--- src/rtl/dcs_pkg.sv ---
package dcs_pkg;
    // bus geometry
    localparam int ADDR_W = 8;
    localparam int DATA_W = 32;
    localparam int STRB_W = DATA_W / 8;
    // channel geometry
    localparam int NUM_CH = 8;
    localparam int CNT_W = 16;
    localparam int PRESC_W = 16;
    // register byte addresses
    localparam logic [ADDR_W-1:0] ADDR_START = 8'h00;
    localparam logic [ADDR_W-1:0] ADDR_CONNECT = 8'h04;
    localparam logic [ADDR_W-1:0] ADDR_MODE = 8'h08;
    localparam logic [ADDR_W-1:0] ADDR_PRESC = 8'h0C;
    localparam logic [ADDR_W-1:0] ADDR_CNT_BASE = 8'h10;
    localparam logic [ADDR_W-1:0] ADDR_STEP = 8'h04;
    // reset values
    localparam logic [NUM_CH-1:0] START_RST = 8'h00;
    localparam logic [NUM_CH-1:0] CONNECT_RST = 8'h00;
    localparam logic [NUM_CH-1:0] MODE_RST = 8'h00;
    localparam logic [PRESC_W-1:0] PRESC_RST = 16'h0000;
    localparam logic [CNT_W-1:0] CNT_RST = 16'h0000;
    // bus responses
    localparam logic [1:0] RESP_OKAY = 2'h0;
    localparam logic [1:0] RESP_SLVERR = 2'h2;
endpackage

--- src/rtl/dcs_down_counter.sv ---
`timescale 1ns/10ps
module dcs_down_counter #(
    parameter int W = 16
) (
    input wire logic clk_sys,
    input wire logic rst_n,
    input wire logic load,
    input wire logic [W-1:0] load_val,
    input wire logic tick,
    input wire logic run,
    output logic [W-1:0] count_q,
    output logic uflow
);
    import dcs_pkg::*;

    logic [W-1:0] count_d;
    logic at_zero;

    // tick at zero while running is the underflow; value holds at zero
    always_comb begin
        at_zero = (count_q == '0);
        uflow = tick & run & at_zero;
        count_d = count_q;
        if (load) begin
            count_d = load_val;
        end else if (tick && run && !at_zero) begin
            count_d = count_q - W'(1);
        end
    end

    // counter register
    always_ff @(posedge clk_sys) begin
        if (!rst_n) begin
            count_q <= W'(CNT_RST);
        end else begin
            count_q <= count_d;
        end
    end
endmodule

--- src/rtl/dcs_axil_port.sv ---
`timescale 1ns/10ps
module dcs_axil_port (
    input wire logic clk_sys,
    input wire logic rst_n,
    input wire logic [dcs_pkg::ADDR_W-1:0] s_axi_awaddr,
    input wire logic s_axi_awvalid,
    output logic s_axi_awready,
    input wire logic [dcs_pkg::DATA_W-1:0] s_axi_wdata,
    input wire logic [dcs_pkg::STRB_W-1:0] s_axi_wstrb,
    input wire logic s_axi_wvalid,
    output logic s_axi_wready,
    output logic [1:0] s_axi_bresp,
    output logic s_axi_bvalid,
    input wire logic s_axi_bready,
    input wire logic [dcs_pkg::ADDR_W-1:0] s_axi_araddr,
    input wire logic s_axi_arvalid,
    output logic s_axi_arready,
    output logic [dcs_pkg::DATA_W-1:0] s_axi_rdata,
    output logic [1:0] s_axi_rresp,
    output logic s_axi_rvalid,
    input wire logic s_axi_rready,
    output logic wr_fire,
    output logic [dcs_pkg::ADDR_W-1:0] wr_addr,
    output logic [dcs_pkg::DATA_W-1:0] wr_data,
    output logic [dcs_pkg::STRB_W-1:0] wr_strb,
    input wire logic wr_ok,
    output logic rd_take,
    input wire logic [dcs_pkg::DATA_W-1:0] rd_data,
    input wire logic rd_ok
);
    import dcs_pkg::*;

    logic aw_have_q, aw_have_d, w_have_q, w_have_d;
    logic awready_d, wready_d, bvalid_d, arready_d, rvalid_d;
    logic [1:0] bresp_d, rresp_d;
    logic [ADDR_W-1:0] addr_d;
    logic [DATA_W-1:0] data_d, rdata_d;
    logic [STRB_W-1:0] strb_d;

    // address and data taken in either order, response after both
    always_comb begin
        wr_fire = aw_have_q & w_have_q & ~s_axi_bvalid;
        rd_take = s_axi_arvalid & s_axi_arready;
        aw_have_d = aw_have_q;
        w_have_d = w_have_q;
        awready_d = s_axi_awready;
        wready_d = s_axi_wready;
        bvalid_d = s_axi_bvalid;
        bresp_d = s_axi_bresp;
        addr_d = wr_addr;
        data_d = wr_data;
        strb_d = wr_strb;
        if (s_axi_awvalid && s_axi_awready) begin
            aw_have_d = 1'b1;
            awready_d = 1'b0;
            addr_d = s_axi_awaddr;
        end
        if (s_axi_wvalid && s_axi_wready) begin
            w_have_d = 1'b1;
            wready_d = 1'b0;
            data_d = s_axi_wdata;
            strb_d = s_axi_wstrb;
        end
        if (wr_fire) begin
            aw_have_d = 1'b0;
            w_have_d = 1'b0;
            bvalid_d = 1'b1;
            bresp_d = wr_ok ? RESP_OKAY : RESP_SLVERR;
        end
        if (s_axi_bvalid && s_axi_bready) begin
            bvalid_d = 1'b0;
            awready_d = 1'b1;
            wready_d = 1'b1;
        end
    end

    // read answered one edge after the address is taken
    always_comb begin
        arready_d = s_axi_arready;
        rvalid_d = s_axi_rvalid;
        rdata_d = s_axi_rdata;
        rresp_d = s_axi_rresp;
        if (rd_take) begin
            arready_d = 1'b0;
            rvalid_d = 1'b1;
            rdata_d = rd_data;
            rresp_d = rd_ok ? RESP_OKAY : RESP_SLVERR;
        end else if (s_axi_rvalid && s_axi_rready) begin
            rvalid_d = 1'b0;
            arready_d = 1'b1;
        end
    end

    // channel registers
    always_ff @(posedge clk_sys) begin
        if (!rst_n) begin
            aw_have_q <= 1'b0;
            w_have_q <= 1'b0;
            s_axi_awready <= 1'b1;
            s_axi_wready <= 1'b1;
            s_axi_bvalid <= 1'b0;
            s_axi_bresp <= RESP_OKAY;
            wr_addr <= '0;
            wr_data <= '0;
            wr_strb <= '0;
            s_axi_arready <= 1'b1;
            s_axi_rvalid <= 1'b0;
            s_axi_rdata <= '0;
            s_axi_rresp <= RESP_OKAY;
        end else begin
            aw_have_q <= aw_have_d;
            w_have_q <= w_have_d;
            s_axi_awready <= awready_d;
            s_axi_wready <= wready_d;
            s_axi_bvalid <= bvalid_d;
            s_axi_bresp <= bresp_d;
            wr_addr <= addr_d;
            wr_data <= data_d;
            wr_strb <= strb_d;
            s_axi_arready <= arready_d;
            s_axi_rvalid <= rvalid_d;
            s_axi_rdata <= rdata_d;
            s_axi_rresp <= rresp_d;
        end
    end
endmodule

--- src/rtl/dcs_oneshot_start.sv ---
// Chosen here: the AXI4-Lite interface to the registers and the address map.
`timescale 1ns/10ps
module dcs_oneshot_start (
    input wire logic clk_sys,
    input wire logic rst_n,
    input wire logic [dcs_pkg::ADDR_W-1:0] s_axi_awaddr,
    input wire logic s_axi_awvalid,
    output logic s_axi_awready,
    input wire logic [dcs_pkg::DATA_W-1:0] s_axi_wdata,
    input wire logic [dcs_pkg::STRB_W-1:0] s_axi_wstrb,
    input wire logic s_axi_wvalid,
    output logic s_axi_wready,
    output logic [1:0] s_axi_bresp,
    output logic s_axi_bvalid,
    input wire logic s_axi_bready,
    input wire logic [dcs_pkg::ADDR_W-1:0] s_axi_araddr,
    input wire logic s_axi_arvalid,
    output logic s_axi_arready,
    output logic [dcs_pkg::DATA_W-1:0] s_axi_rdata,
    output logic [1:0] s_axi_rresp,
    output logic s_axi_rvalid,
    input wire logic s_axi_rready,
    input wire logic cmp_output_compare_ch1_match,
    input wire logic [dcs_pkg::NUM_CH-1:0] cmp_general_match,
    output logic [dcs_pkg::NUM_CH-1:0] start_flag,
    output logic [dcs_pkg::NUM_CH-1:0] count_underflow
);
    import dcs_pkg::*;

    // byte address of down-counter n
    function automatic logic [ADDR_W-1:0] cnt_addr(input int n);
        cnt_addr = ADDR_CNT_BASE + ADDR_W'(n) * ADDR_STEP;
    endfunction

    // mapped-address check shared by read and write
    function automatic logic addr_ok(input logic [ADDR_W-1:0] a);
        addr_ok = (a == ADDR_START) || (a == ADDR_CONNECT) ||
                  (a == ADDR_MODE) || (a == ADDR_PRESC);
        for (int n = 0; n < NUM_CH; n++) begin
            if (a == cnt_addr(n)) begin
                addr_ok = 1'b1;
            end
        end
    endfunction

    // byte-lane merge of a 16-bit register
    function automatic logic [15:0] merge16(input logic [15:0] old,
                                            input logic [DATA_W-1:0] d,
                                            input logic [STRB_W-1:0] s);
        merge16 = old;
        if (s[0]) begin
            merge16[7:0] = d[7:0];
        end
        if (s[1]) begin
            merge16[15:8] = d[15:8];
        end
    endfunction

    logic wr_fire, wr_ok, rd_take, rd_ok;
    logic [ADDR_W-1:0] wr_addr;
    logic [DATA_W-1:0] wr_data, rd_data;
    logic [STRB_W-1:0] wr_strb;

    dcs_axil_port u_port (
        .clk_sys(clk_sys),
        .rst_n(rst_n),
        .s_axi_awaddr(s_axi_awaddr),
        .s_axi_awvalid(s_axi_awvalid),
        .s_axi_awready(s_axi_awready),
        .s_axi_wdata(s_axi_wdata),
        .s_axi_wstrb(s_axi_wstrb),
        .s_axi_wvalid(s_axi_wvalid),
        .s_axi_wready(s_axi_wready),
        .s_axi_bresp(s_axi_bresp),
        .s_axi_bvalid(s_axi_bvalid),
        .s_axi_bready(s_axi_bready),
        .s_axi_araddr(s_axi_araddr),
        .s_axi_arvalid(s_axi_arvalid),
        .s_axi_arready(s_axi_arready),
        .s_axi_rdata(s_axi_rdata),
        .s_axi_rresp(s_axi_rresp),
        .s_axi_rvalid(s_axi_rvalid),
        .s_axi_rready(s_axi_rready),
        .wr_fire(wr_fire),
        .wr_addr(wr_addr),
        .wr_data(wr_data),
        .wr_strb(wr_strb),
        .wr_ok(wr_ok),
        .rd_take(rd_take),
        .rd_data(rd_data),
        .rd_ok(rd_ok)
    );

    logic [NUM_CH-1:0] start_q, start_d;
    logic [NUM_CH-1:0] connect_q, connect_d;
    logic [NUM_CH-1:0] mode_q, mode_d;
    logic [PRESC_W-1:0] presc_q, presc_d, div_q, div_d;
    logic tick_q, tick_d;
    logic [NUM_CH-1:0] uflow_q;
    logic [NUM_CH-1:0] uflow_w, zero_w, load_w;
    logic [NUM_CH-1:0] match_w, sw_set_w, hw_set_w, clr_w;
    logic [CNT_W-1:0] count_w [NUM_CH];

    // one counter per letter a to h
    for (genvar g = 0; g < NUM_CH; g++) begin : g_cnt
        assign load_w[g] = wr_fire && (wr_addr == cnt_addr(g)) &&
                           (wr_strb[1:0] != 2'h0);
        assign zero_w[g] = (count_w[g] == '0);
        dcs_down_counter #(
            .W(CNT_W)
        ) u_cnt (
            .clk_sys(clk_sys),
            .rst_n(rst_n),
            .load(load_w[g]),
            .load_val(merge16(count_w[g], wr_data, wr_strb)),
            .tick(tick_q),
            .run(start_q[g]),
            .count_q(count_w[g]),
            .uflow(uflow_w[g])
        );
    end

    // count prescaler, one-cycle tick every presc+1 clocks
    always_comb begin
        tick_d = (div_q == presc_q);
        div_d = tick_d ? '0 : div_q + PRESC_W'(1);
    end

    // start flag set and clear; a set wins over a clear in the same cycle
    always_comb begin
        match_w = {NUM_CH{cmp_output_compare_ch1_match}} | cmp_general_match;
        sw_set_w = '0;
        if (wr_fire && wr_addr == ADDR_START && wr_strb[0]) begin
            sw_set_w = wr_data[NUM_CH-1:0] & ~zero_w;
        end
        hw_set_w = mode_q & connect_q & match_w & ~zero_w;
        clr_w = uflow_w | match_w;
        start_d = (start_q & ~clr_w) | sw_set_w | hw_set_w;
    end

    // software-written control registers
    always_comb begin
        connect_d = connect_q;
        mode_d = mode_q;
        presc_d = presc_q;
        if (wr_fire && wr_strb[0]) begin
            if (wr_addr == ADDR_CONNECT) begin
                connect_d = wr_data[NUM_CH-1:0];
            end
            if (wr_addr == ADDR_MODE) begin
                mode_d = wr_data[NUM_CH-1:0];
            end
        end
        if (wr_fire && wr_addr == ADDR_PRESC) begin
            presc_d = merge16(presc_q, wr_data, wr_strb);
        end
    end

    // write decode answer and read mux
    always_comb begin
        wr_ok = addr_ok(wr_addr);
        rd_ok = addr_ok(s_axi_araddr);
        rd_data = '0;
        unique case (s_axi_araddr)
            ADDR_START: rd_data[NUM_CH-1:0] = start_q;
            ADDR_CONNECT: rd_data[NUM_CH-1:0] = connect_q;
            ADDR_MODE: rd_data[NUM_CH-1:0] = mode_q;
            ADDR_PRESC: rd_data[PRESC_W-1:0] = presc_q;
            default: begin
                for (int n = 0; n < NUM_CH; n++) begin
                    if (s_axi_araddr == cnt_addr(n)) begin
                        rd_data[CNT_W-1:0] = count_w[n];
                    end
                end
            end
        endcase
    end

    // state registers
    always_ff @(posedge clk_sys) begin
        if (!rst_n) begin
            start_q <= START_RST;
            connect_q <= CONNECT_RST;
            mode_q <= MODE_RST;
            presc_q <= PRESC_RST;
            div_q <= '0;
            tick_q <= 1'b0;
            uflow_q <= '0;
        end else begin
            start_q <= start_d;
            connect_q <= connect_d;
            mode_q <= mode_d;
            presc_q <= presc_d;
            div_q <= div_d;
            tick_q <= tick_d;
            uflow_q <= uflow_w;
        end
    end

    assign start_flag = start_q;
    assign count_underflow = uflow_q;
endmodule

--- config.mk ---
export PLATFORM = sky130hd
export DESIGN_NAME = dcs_oneshot_start
export DESIGN_NICKNAME = d
export VERILOG_FILES = /design/src/rtl/dcs_pkg.sv /design/src/rtl/dcs_down_counter.sv /design/src/rtl/dcs_axil_port.sv /design/src/rtl/dcs_oneshot_start.sv
export SDC_FILE = /design/constraint.sdc
export NUM_CORES = 1
export LEC_CHECK = 0
export BUFFER_PORTS_ARGS = -buffer_cell sky130_fd_sc_hd__buf_4
export CORE_ASPECT_RATIO = 1.4
export CORE_MARGIN = 1.5
export CORE_UTILIZATION = 48
export CTS_BUF_LIST = sky130_fd_sc_hd__clkbuf_8 sky130_fd_sc_hd__clkbuf_16
export CTS_CLUSTER_DIAMETER = 60
export DETAILED_ROUTE_END_ITERATION = 6
export PLACE_DENSITY_LB_ADDON = 0.2
export SYNTH_ARGS = -nofsm -noshare
export SYNTH_HDL_FRONTEND = slang
export SYNTH_SLANG_ARGS = --single-unit
--- constraint.sdc ---
create_clock -name clk_sys -period 4.2 [get_ports clk_sys]
set_input_delay 0.42 -clock clk_sys [delete_from_list [all_inputs] [get_ports clk_sys]]
set_output_delay 0.42 -clock clk_sys [all_outputs]
set_load 0.005 [all_outputs]
==> impl_metrics.csv, run 1 <==
group,metric,value,unit
run_status,status,"completed",
power_and_ir_drop,power_frac_comb,7.0,%
clock_tree,cts_tree,"done",
worst_setup_path,critPathArrivalTime,3.75,ns
worst_setup_path,path_buf_inv,0,
power_and_ir_drop,powerDensity,313,mW/mm2
floorplanning,placementRows,77,
run,cap_violations,0,
floorplanning,dieWidth,155,um
final_layout,area_delta_synth_final,10.0,%
clock_tree,cts_root_buf,"clkbuf_16",
floorplanning,core_area,0.0318,mm2
final_layout,final_cells,2456,
placement,dp_slack,1.07,ns
synth,yosysMostFrequentCell,"a21oi_1",
clock_tree,cts_resized,0,
power_and_ir_drop,p_int,3.95,mW
synth,synth_area,0.0156,mm2
min_path,worstHoldPathType,"primary input to flip-flop",
timing,max_slew_margin,10.4,%
grt,grt_pass1_wl,89800,um
clock_tree,cts_made_buffers,27,
power_and_ir_drop,vdd_drop_max,322,uV
placement,gp_congestion,1.02,
timing,hold_viol_final,0,
placement,dp_cells,2404,
timing,tightest_slew,1.34,ns
routing,final_antenna_net_count,0,
clock_tree,cts.sinks,244,
timing,setup-tns-final,0,ns
timing,timing.final.ws_setup,0.879,ns
power_and_ir_drop,total_leakage_power,6.77,nW
routing,dr_total_vias,16558,
grt,grt.total_usage,34.5,%
routing,via_per_inst,6.74,
floorplanning,dieArea,0.0335,mm2
clock_tree,postCtsSetupBuffers,0,
synth,yosysSeqAreaShare,31.4,%
synth,syn_area_per_cell,7.52,um2
power_and_ir_drop,p_sw,1.42,mW
grt,grt_antenna_before_repair,2,
synth,synth_edf_count,0,
floorplanning,ios,125,
worst_setup_path,crit_family,"simple AND/OR/NAND/NOR gates",
power_and_ir_drop,p_clk_share,47.6,%
synth,netlist_top_cells_count,"272 x a21oi_1, 256 x nand2_1, 244 x dfxtp_1, 153 x nor2_1, 126 x clkbuf_1",
placement,place_area,0.0162,mm2
grt,grt_max_degree,68,
power_and_ir_drop,pwr-share-seq,45.5,%
clock_tree,htreeDepth,1,
final_layout,nets,2115,
synth,synthArstFlopShare,0,%
placement,io_buffers,88,
power_and_ir_drop,sw_frac_of_total,26.5,%
worst_setup_path,critical_path.endpoint_type,"flip-flop",
grt,grt_pass1_vias,15121,
routing,wl,58700,um
timing,setup-violations-final,0,
worst_setup_path,cp_max_fo,9,
clock_tree,clockBufferDepth,3,
synth,yosys_warnings,0,
grt,gr-total-overflow,0,
synth,ys_ff_latch,244,
routing,wire_per_inst,23.9,um
timing,fmax,0.301,GHz
timing,rsz0062_at_grt,"no",
routing,drc,0,
timing,report.final.slew_viol_count,0,
worst_setup_path,cpPeakStageDelay,1.12,ns
clock_tree,path_clk_slew,0.06,ns
floorplanning,start_util,49.0,%
synth,yosys.area.top_type_share,31.4,%
floorplanning,die_h,216,um
worst_setup_path,crit_required,4.63,ns
worst_setup_path,slowest_stage,"nor4b_2",
placement,hpwl,41100,um
synth,netlist_top_cells_area,"dfxtp_1 31%, a21oi_1 8.7%, nand2_1 6.2%",
timing,fin_skew,0.0278,ns
clock_tree,clk_latency,0.59,ns
timing,min_period,3.32,ns
synth,synth_top_area_cell,"dfxtp_1",
power_and_ir_drop,total_power,5.37,mW
synth,synthCells,2071,
worst_setup_path,path_cells,"nor4b_2 -> nand4_1 -> o2111a_1 -> nor2_1 -> o32ai_1",
final_layout,final_layout_size_suffix_gt1_share,11.9,%
worst_setup_path,criticalPathCategory,"flip-flop to flip-flop",
synth,synth_cell_types,94,
synth,synth_flop_cell,"dfxtp_1",
routing,drt_iter0_markers,1813,
final_layout,stdcell_area,0.0171,mm2
clock_tree,ctsHoldBuffers,0,
worst_setup_path,startpoint_type,"flip-flop",
routing,dr.pass1.iters,6,
timing,min_period_over_period,79.1,%
## state kept, by name (all words and copies together) (netlist names)
signal,count
connect_q,8
count_underflow,8
div_q,16
g_cnt.u_cnt.count_q,128
mode_q,8
presc_q,16
start_flag,8
tick_q,1
u_port.aw_have_q,1
u_port.s_axi_arready,1
u_port.s_axi_awready,1
u_port.s_axi_bresp,1
u_port.s_axi_bvalid,1
u_port.s_axi_rdata,16
u_port.s_axi_rresp,1
u_port.s_axi_rvalid,1
u_port.s_axi_wready,1
u_port.w_have_q,1
u_port.wr_addr,8
u_port.wr_data,16
u_port.wr_strb,2
## layout make-up
| type | instances | area, um2 |
|---|---|---|
| Clock inverter | 13 | 134 |
| Timing Repair Buffer | 128 | 961 |
| Fill cell | 3052 | 14700 |
| Multi-Input combinational cell | 1605 | 9710 |
| Sequential cell | 244 | 4880 |
| Antenna cell | 2 | 5.00 |
| Tap cell | 395 | 494 |
| Clock buffer | 37 | 813 |
| Inverter | 32 | 123 |
## layout by cell type, fill, tap and decap left out, types with 18 or more instances in the layout
cell type  instances
a21oi_1          272
nand2_1          256
dfxtp_1          244
nor2_1           152
buf_4            128
nand3_1           86
o21ai_0           76
nor3_1            68
o32ai_1           50
and2_1            38
nor4_1            36
inv_1             35
a31oi_1           33
a22oi_1           32
o22ai_1           31
mux2i_1           28
and3_1            27
clkbuf_16         27
a21o_1            26
xor2_1            24
nand4_1           23
or3_1             18
conb_1            18
## metrics by stage
step           utilization, %  hold slack [ns]
6_report                 53.9           0.0503
5_1_grt                  53.9           0.0746
4_1_cts                  53.9           0.0406
3_5_place_dp             50.9            0.462
3_3_place_gp             50.9            0.457
2_1_floorplan               -            0.437
## layer usage
layer	vias to the layer above	global-route usage (%)	wire, um
met1	7843	45.3	23300
met3	166	6.46	6020
li1	7607	-	-
met4	0	19.3	3500
met2	942	53.2	25900
met5	-	0	0
## power groups by stage
stage / logic, mW / registers (mW) / clock network (mW)
global route: 0.396 / 2.44 / 2.69
floorplan: 0.258 / 2.41 / 0
detailed placement: 0.362 / 2.48 / 0
finish: 0.373 / 2.44 / 2.55
CTS: 0.363 / 2.43 / 2.58
global placement: 0.358 / 2.48 / 0
## final timing paths
| check | from | endpoint | slack (ns) | depth (start not counted) |
|---|---|---|---|---|
| min | s_axi_wvalid | u_port.s_axi_wready | 0.05 | 2 |
| max | u_port.wr_addr[2] | g_cnt[1].u_cnt.count_q[5] | 0.88 | 5 |
| min reg2reg | connect_q[7] | connect_q[7] | 0.47 | 2 |
| max reg2reg | u_port.wr_addr[2] | g_cnt[1].u_cnt.count_q[5] | 0.88 | 5 |
## worst reg2reg max path: cells and delay by family (launching register included)
family	cells	cell delay [ns]
flops	1	0.51
simple gates	3	2.11
compound gates	2	0.57
## kinds of logic after synthesis
kind of cell / after synthesis / synth area share [%]
muxes: 44 / 3.75
adders and majority gates: 9 / 0.723
buffers and inverters: 239 / 6.87
and+or+nand+nor: 818 / 27.2
xor gates and xnor gates: 30 / 1.69
other: 1 / 0.0241
AOI/OAI and AO/OA: 686 / 28.3
DFF: 244 / 31.4
Note: power is estimated with default switching activity, not from simulation.
==> run 2, diff against run 1 <==
clock period = 3.1 ns   (was 4.2 ns; I/O delays follow)
==> run 2 against run 1 <==
Compared with the run above:
- hold slack worse by 0.038 ns
- fmax rose by 20%
- worst setup slack worse by 0.54 ns
- core utilization increased by 1.8 points
- non-clock buffer count is 59 higher
- cell count up 2.4%
- die area stayed put
- combinational power is 49% higher
- register-to-register slack got worse by 0.54 ns
- first-iteration DRC count down 9.2%
- flip-flop and latch count unchanged
- critical endpoint is now g_cnt[4].u_cnt.count_q[13]
- largest cell class unchanged
- largest power group unchanged
- highest routed layer is now met5
==> impl_metrics.csv, run 2 (synthesis results as in run 1) <==
group,metric,value,unit
clock_tree,cts_tree,"done",
timing,report.final.slew_viol_count,0,
grt,grt_max_degree,142,
final_layout,fill_cells,2981,
clock_tree,path_clk_slew,0.06,ns
floorplanning,core_area,0.0318,mm2
worst_setup_path,critical_path.endpoint_type,"flip-flop",
placement,io_buffers,88,
min_path,worstHoldEndpoint,"u_port.wr_addr[2]",
placement,dp_cells,2446,
timing,tightest_slew,1.19,ns
floorplanning,ios,125,
timing,timing.final.ws_setup,0.338,ns
routing,wl,60700,um
timing,fin_skew,0.0228,ns
final_layout,ff_latch_area,0.00488,mm2
routing,via_per_inst,6.69,
floorplanning,placementRows,77,
grt,grt_antenna_before_repair,2,
final_layout,multi_input_area,0.00971,mm2
final_layout,final_layout_size_suffix_gt1_share,13.7,%
clock_tree,clockBufferDepth,3,
timing,min_period,2.76,ns
final_layout,final_cell_mix,"272 x a21oi_1, 256 x nand2_1, 244 x dfxtp_1",
timing,setup-tns-final,0,ns
worst_setup_path,cpPeakStageDelay,0.58,ns
timing,min_period_over_period,89.1,%
clock_tree,cts_root_buf,"clkbuf_16",
timing,max_slew_margin,20.2,%
final_layout,final_cells,2515,
worst_setup_path,startpoint_type,"flip-flop",
clock_tree,htreeDepth,1,
clock_tree,cts_made_buffers,28,
timing,rsz0062_at_grt,"no",
power_and_ir_drop,powerDensity,422,mW/mm2
worst_setup_path,r2r_setup_slack,0.34,ns
routing,drt_iter0_markers,1646,
floorplanning,die_h,216,um
floorplanning,dieWidth,155,um
routing,dr_total_vias,16822,
min_path,worstHoldStart,"s_axi_awaddr[2]",
routing,dr.pass1.iters,6,
placement,gp_congestion,1.02,
final_layout,regMostFlops,"g_cnt.u_cnt.count_q",
final_layout,nets,2175,
worst_setup_path,r2r_start,"g_cnt[4].u_cnt.count_q[0]",
floorplanning,dieArea,0.0335,mm2
run_status,status,"completed",
worst_setup_path,crit_required,3.53,ns
routing,final_antenna_net_count,0,
clock_tree,cts.sinks,244,
worst_setup_path,path_cells,"inv_1 -> ha_1 -> or3b_2 -> or3_1 -> o2111ai_1 -> buf_12 -> and2_1 -> o32ai_1",
clock_tree,postCtsSetupBuffers,0,
min_path,worstHoldPathType,"primary input to flip-flop",
final_layout,mostFrequentLayoutCell,"a21oi_1",
final_layout,largest_register_ff_count,128,
clock_tree,clk_latency,0.58,ns
timing,holdWs,0.0119,ns
power_and_ir_drop,vdd_drop_max,435,uV
worst_setup_path,cp_max_fo,22,
final_layout,area_delta_synth_final,13.6,%
power_and_ir_drop,total_leakage_power,7.07,nW
min_path,worstHoldPathCells,3,
grt,grt_pass1_vias,15391,
worst_setup_path,reg2reg_to,"g_cnt[4].u_cnt.count_q[13]",
final_layout,antenna-diode-count,0,
worst_setup_path,critPathArrivalTime,3.19,ns
final_layout,stdcell_area,0.0177,mm2
worst_setup_path,criticalPathCategory,"flip-flop to flip-flop",
worst_setup_path,slowest_stage,"or3b_2",
placement,hpwl,42300,um
grt,grt.total_usage,35.5,%
routing,drc,0,
grt,grt_pass1_wl,92000,um
run,cap_violations,0,
floorplanning,start_util,49.0,%
grt,gr-total-overflow,0,
timing,hold_viol_final,0,
timing,setup-violations-final,0,
routing,wire_per_inst,24.2,um
worst_setup_path,rr_worst_depth,8,
timing,fmax,0.362,GHz
power_and_ir_drop,total_power,7.46,mW
final_layout,fin_util,55.6,%
placement,place_area,0.0165,mm2
placement,dp_slack,0.397,ns
==> run 2: changes by cell type in the layout (fill, tap and decap cells not counted) <==
| cell | before | now |
|---|---|---|
| buf_12 | 0 | 3 |
| clkbuf_8 | 10 | 5 |
| bufinv_16 | 2 | 4 |
| clkbuf_16 | 27 | 28 |
| clkinv_8 | 0 | 1 |
| clkinv_2 | 2 | 6 |
| diode_2 | 2 | 0 |
| buf_4 | 128 | 167 |
| inv_1 | 35 | 33 |
| inv_6 | 2 | 4 |
| inv_16 | 1 | 0 |
| dlygate4sd3_1 | 0 | 17 |
==> run 2: worst max-delay path by stage <==
stage / start / to / slack [ns] / depth (start not counted)
floorplan: g_cnt[4].u_cnt.count_q[0] / g_cnt[4].u_cnt.count_q[1] / 0.69 / 9
CTS: g_cnt[4].u_cnt.count_q[0] / g_cnt[4].u_cnt.count_q[9] / 0.38 / 8
detailed placement: g_cnt[4].u_cnt.count_q[0] / g_cnt[4].u_cnt.count_q[13] / 0.40 / 8
global route: g_cnt[4].u_cnt.count_q[0] / g_cnt[4].u_cnt.count_q[8] / 0.19 / 8
global placement: g_cnt[4].u_cnt.count_q[0] / g_cnt[4].u_cnt.count_q[12] / 0.45 / 8
finish: g_cnt[4].u_cnt.count_q[0] / g_cnt[4].u_cnt.count_q[13] / 0.34 / 8
==> run 2: what timing repair did <==
| item | 4_1_cts | 5_1_grt |
|---|---|---|
| hold endpoints to repair | 17 | 0 |
| hold buffers | 17 | 0 |
| resized for setup | 0 | 0 |
==> run 2: critical path, delay by kind of cell (launching register included) <==
kind	cells	cell delay, ns
AO/OA/AOI/OAI	2	0.45
AND/OR/NAND/NOR	3	1.32
adder cells (fa/ha/maj)	1	0.18
buffers and inverters	2	0.30
flip-flops	1	0.37
==> run 2: cell type report <==
cell class / instances / area share [%]
tap: 395 / 2.79
timing repair buffer: 187 / 8.39
inverter: 32 / 0.693
clock inverter: 19 / 1.24
clock buffer: 33 / 4.35
multi-input combinational: 1605 / 54.9
sequential: 244 / 27.6
==> run 2: layer usage <==
metal	track usage (%)	vias up	routed length, um
li1	-	7703	-
met2	55.2	987	26900
met3	5.88	197	6200
met1	46.7	7933	23900
met5	0	-	16
met4	19.9	2	3700
==> run 2: where the power goes <==
group / switching, mW / total, mW / leakage [nW] / internal (mW)
registers: 0.118 / 3.29 / 1.97 / 3.17
clock network: 1.49 / 3.61 / 0.502 / 2.12
logic: 0.361 / 0.557 / 4.60 / 0.197
total: 1.97 / 7.46 / 7.07 / 5.49
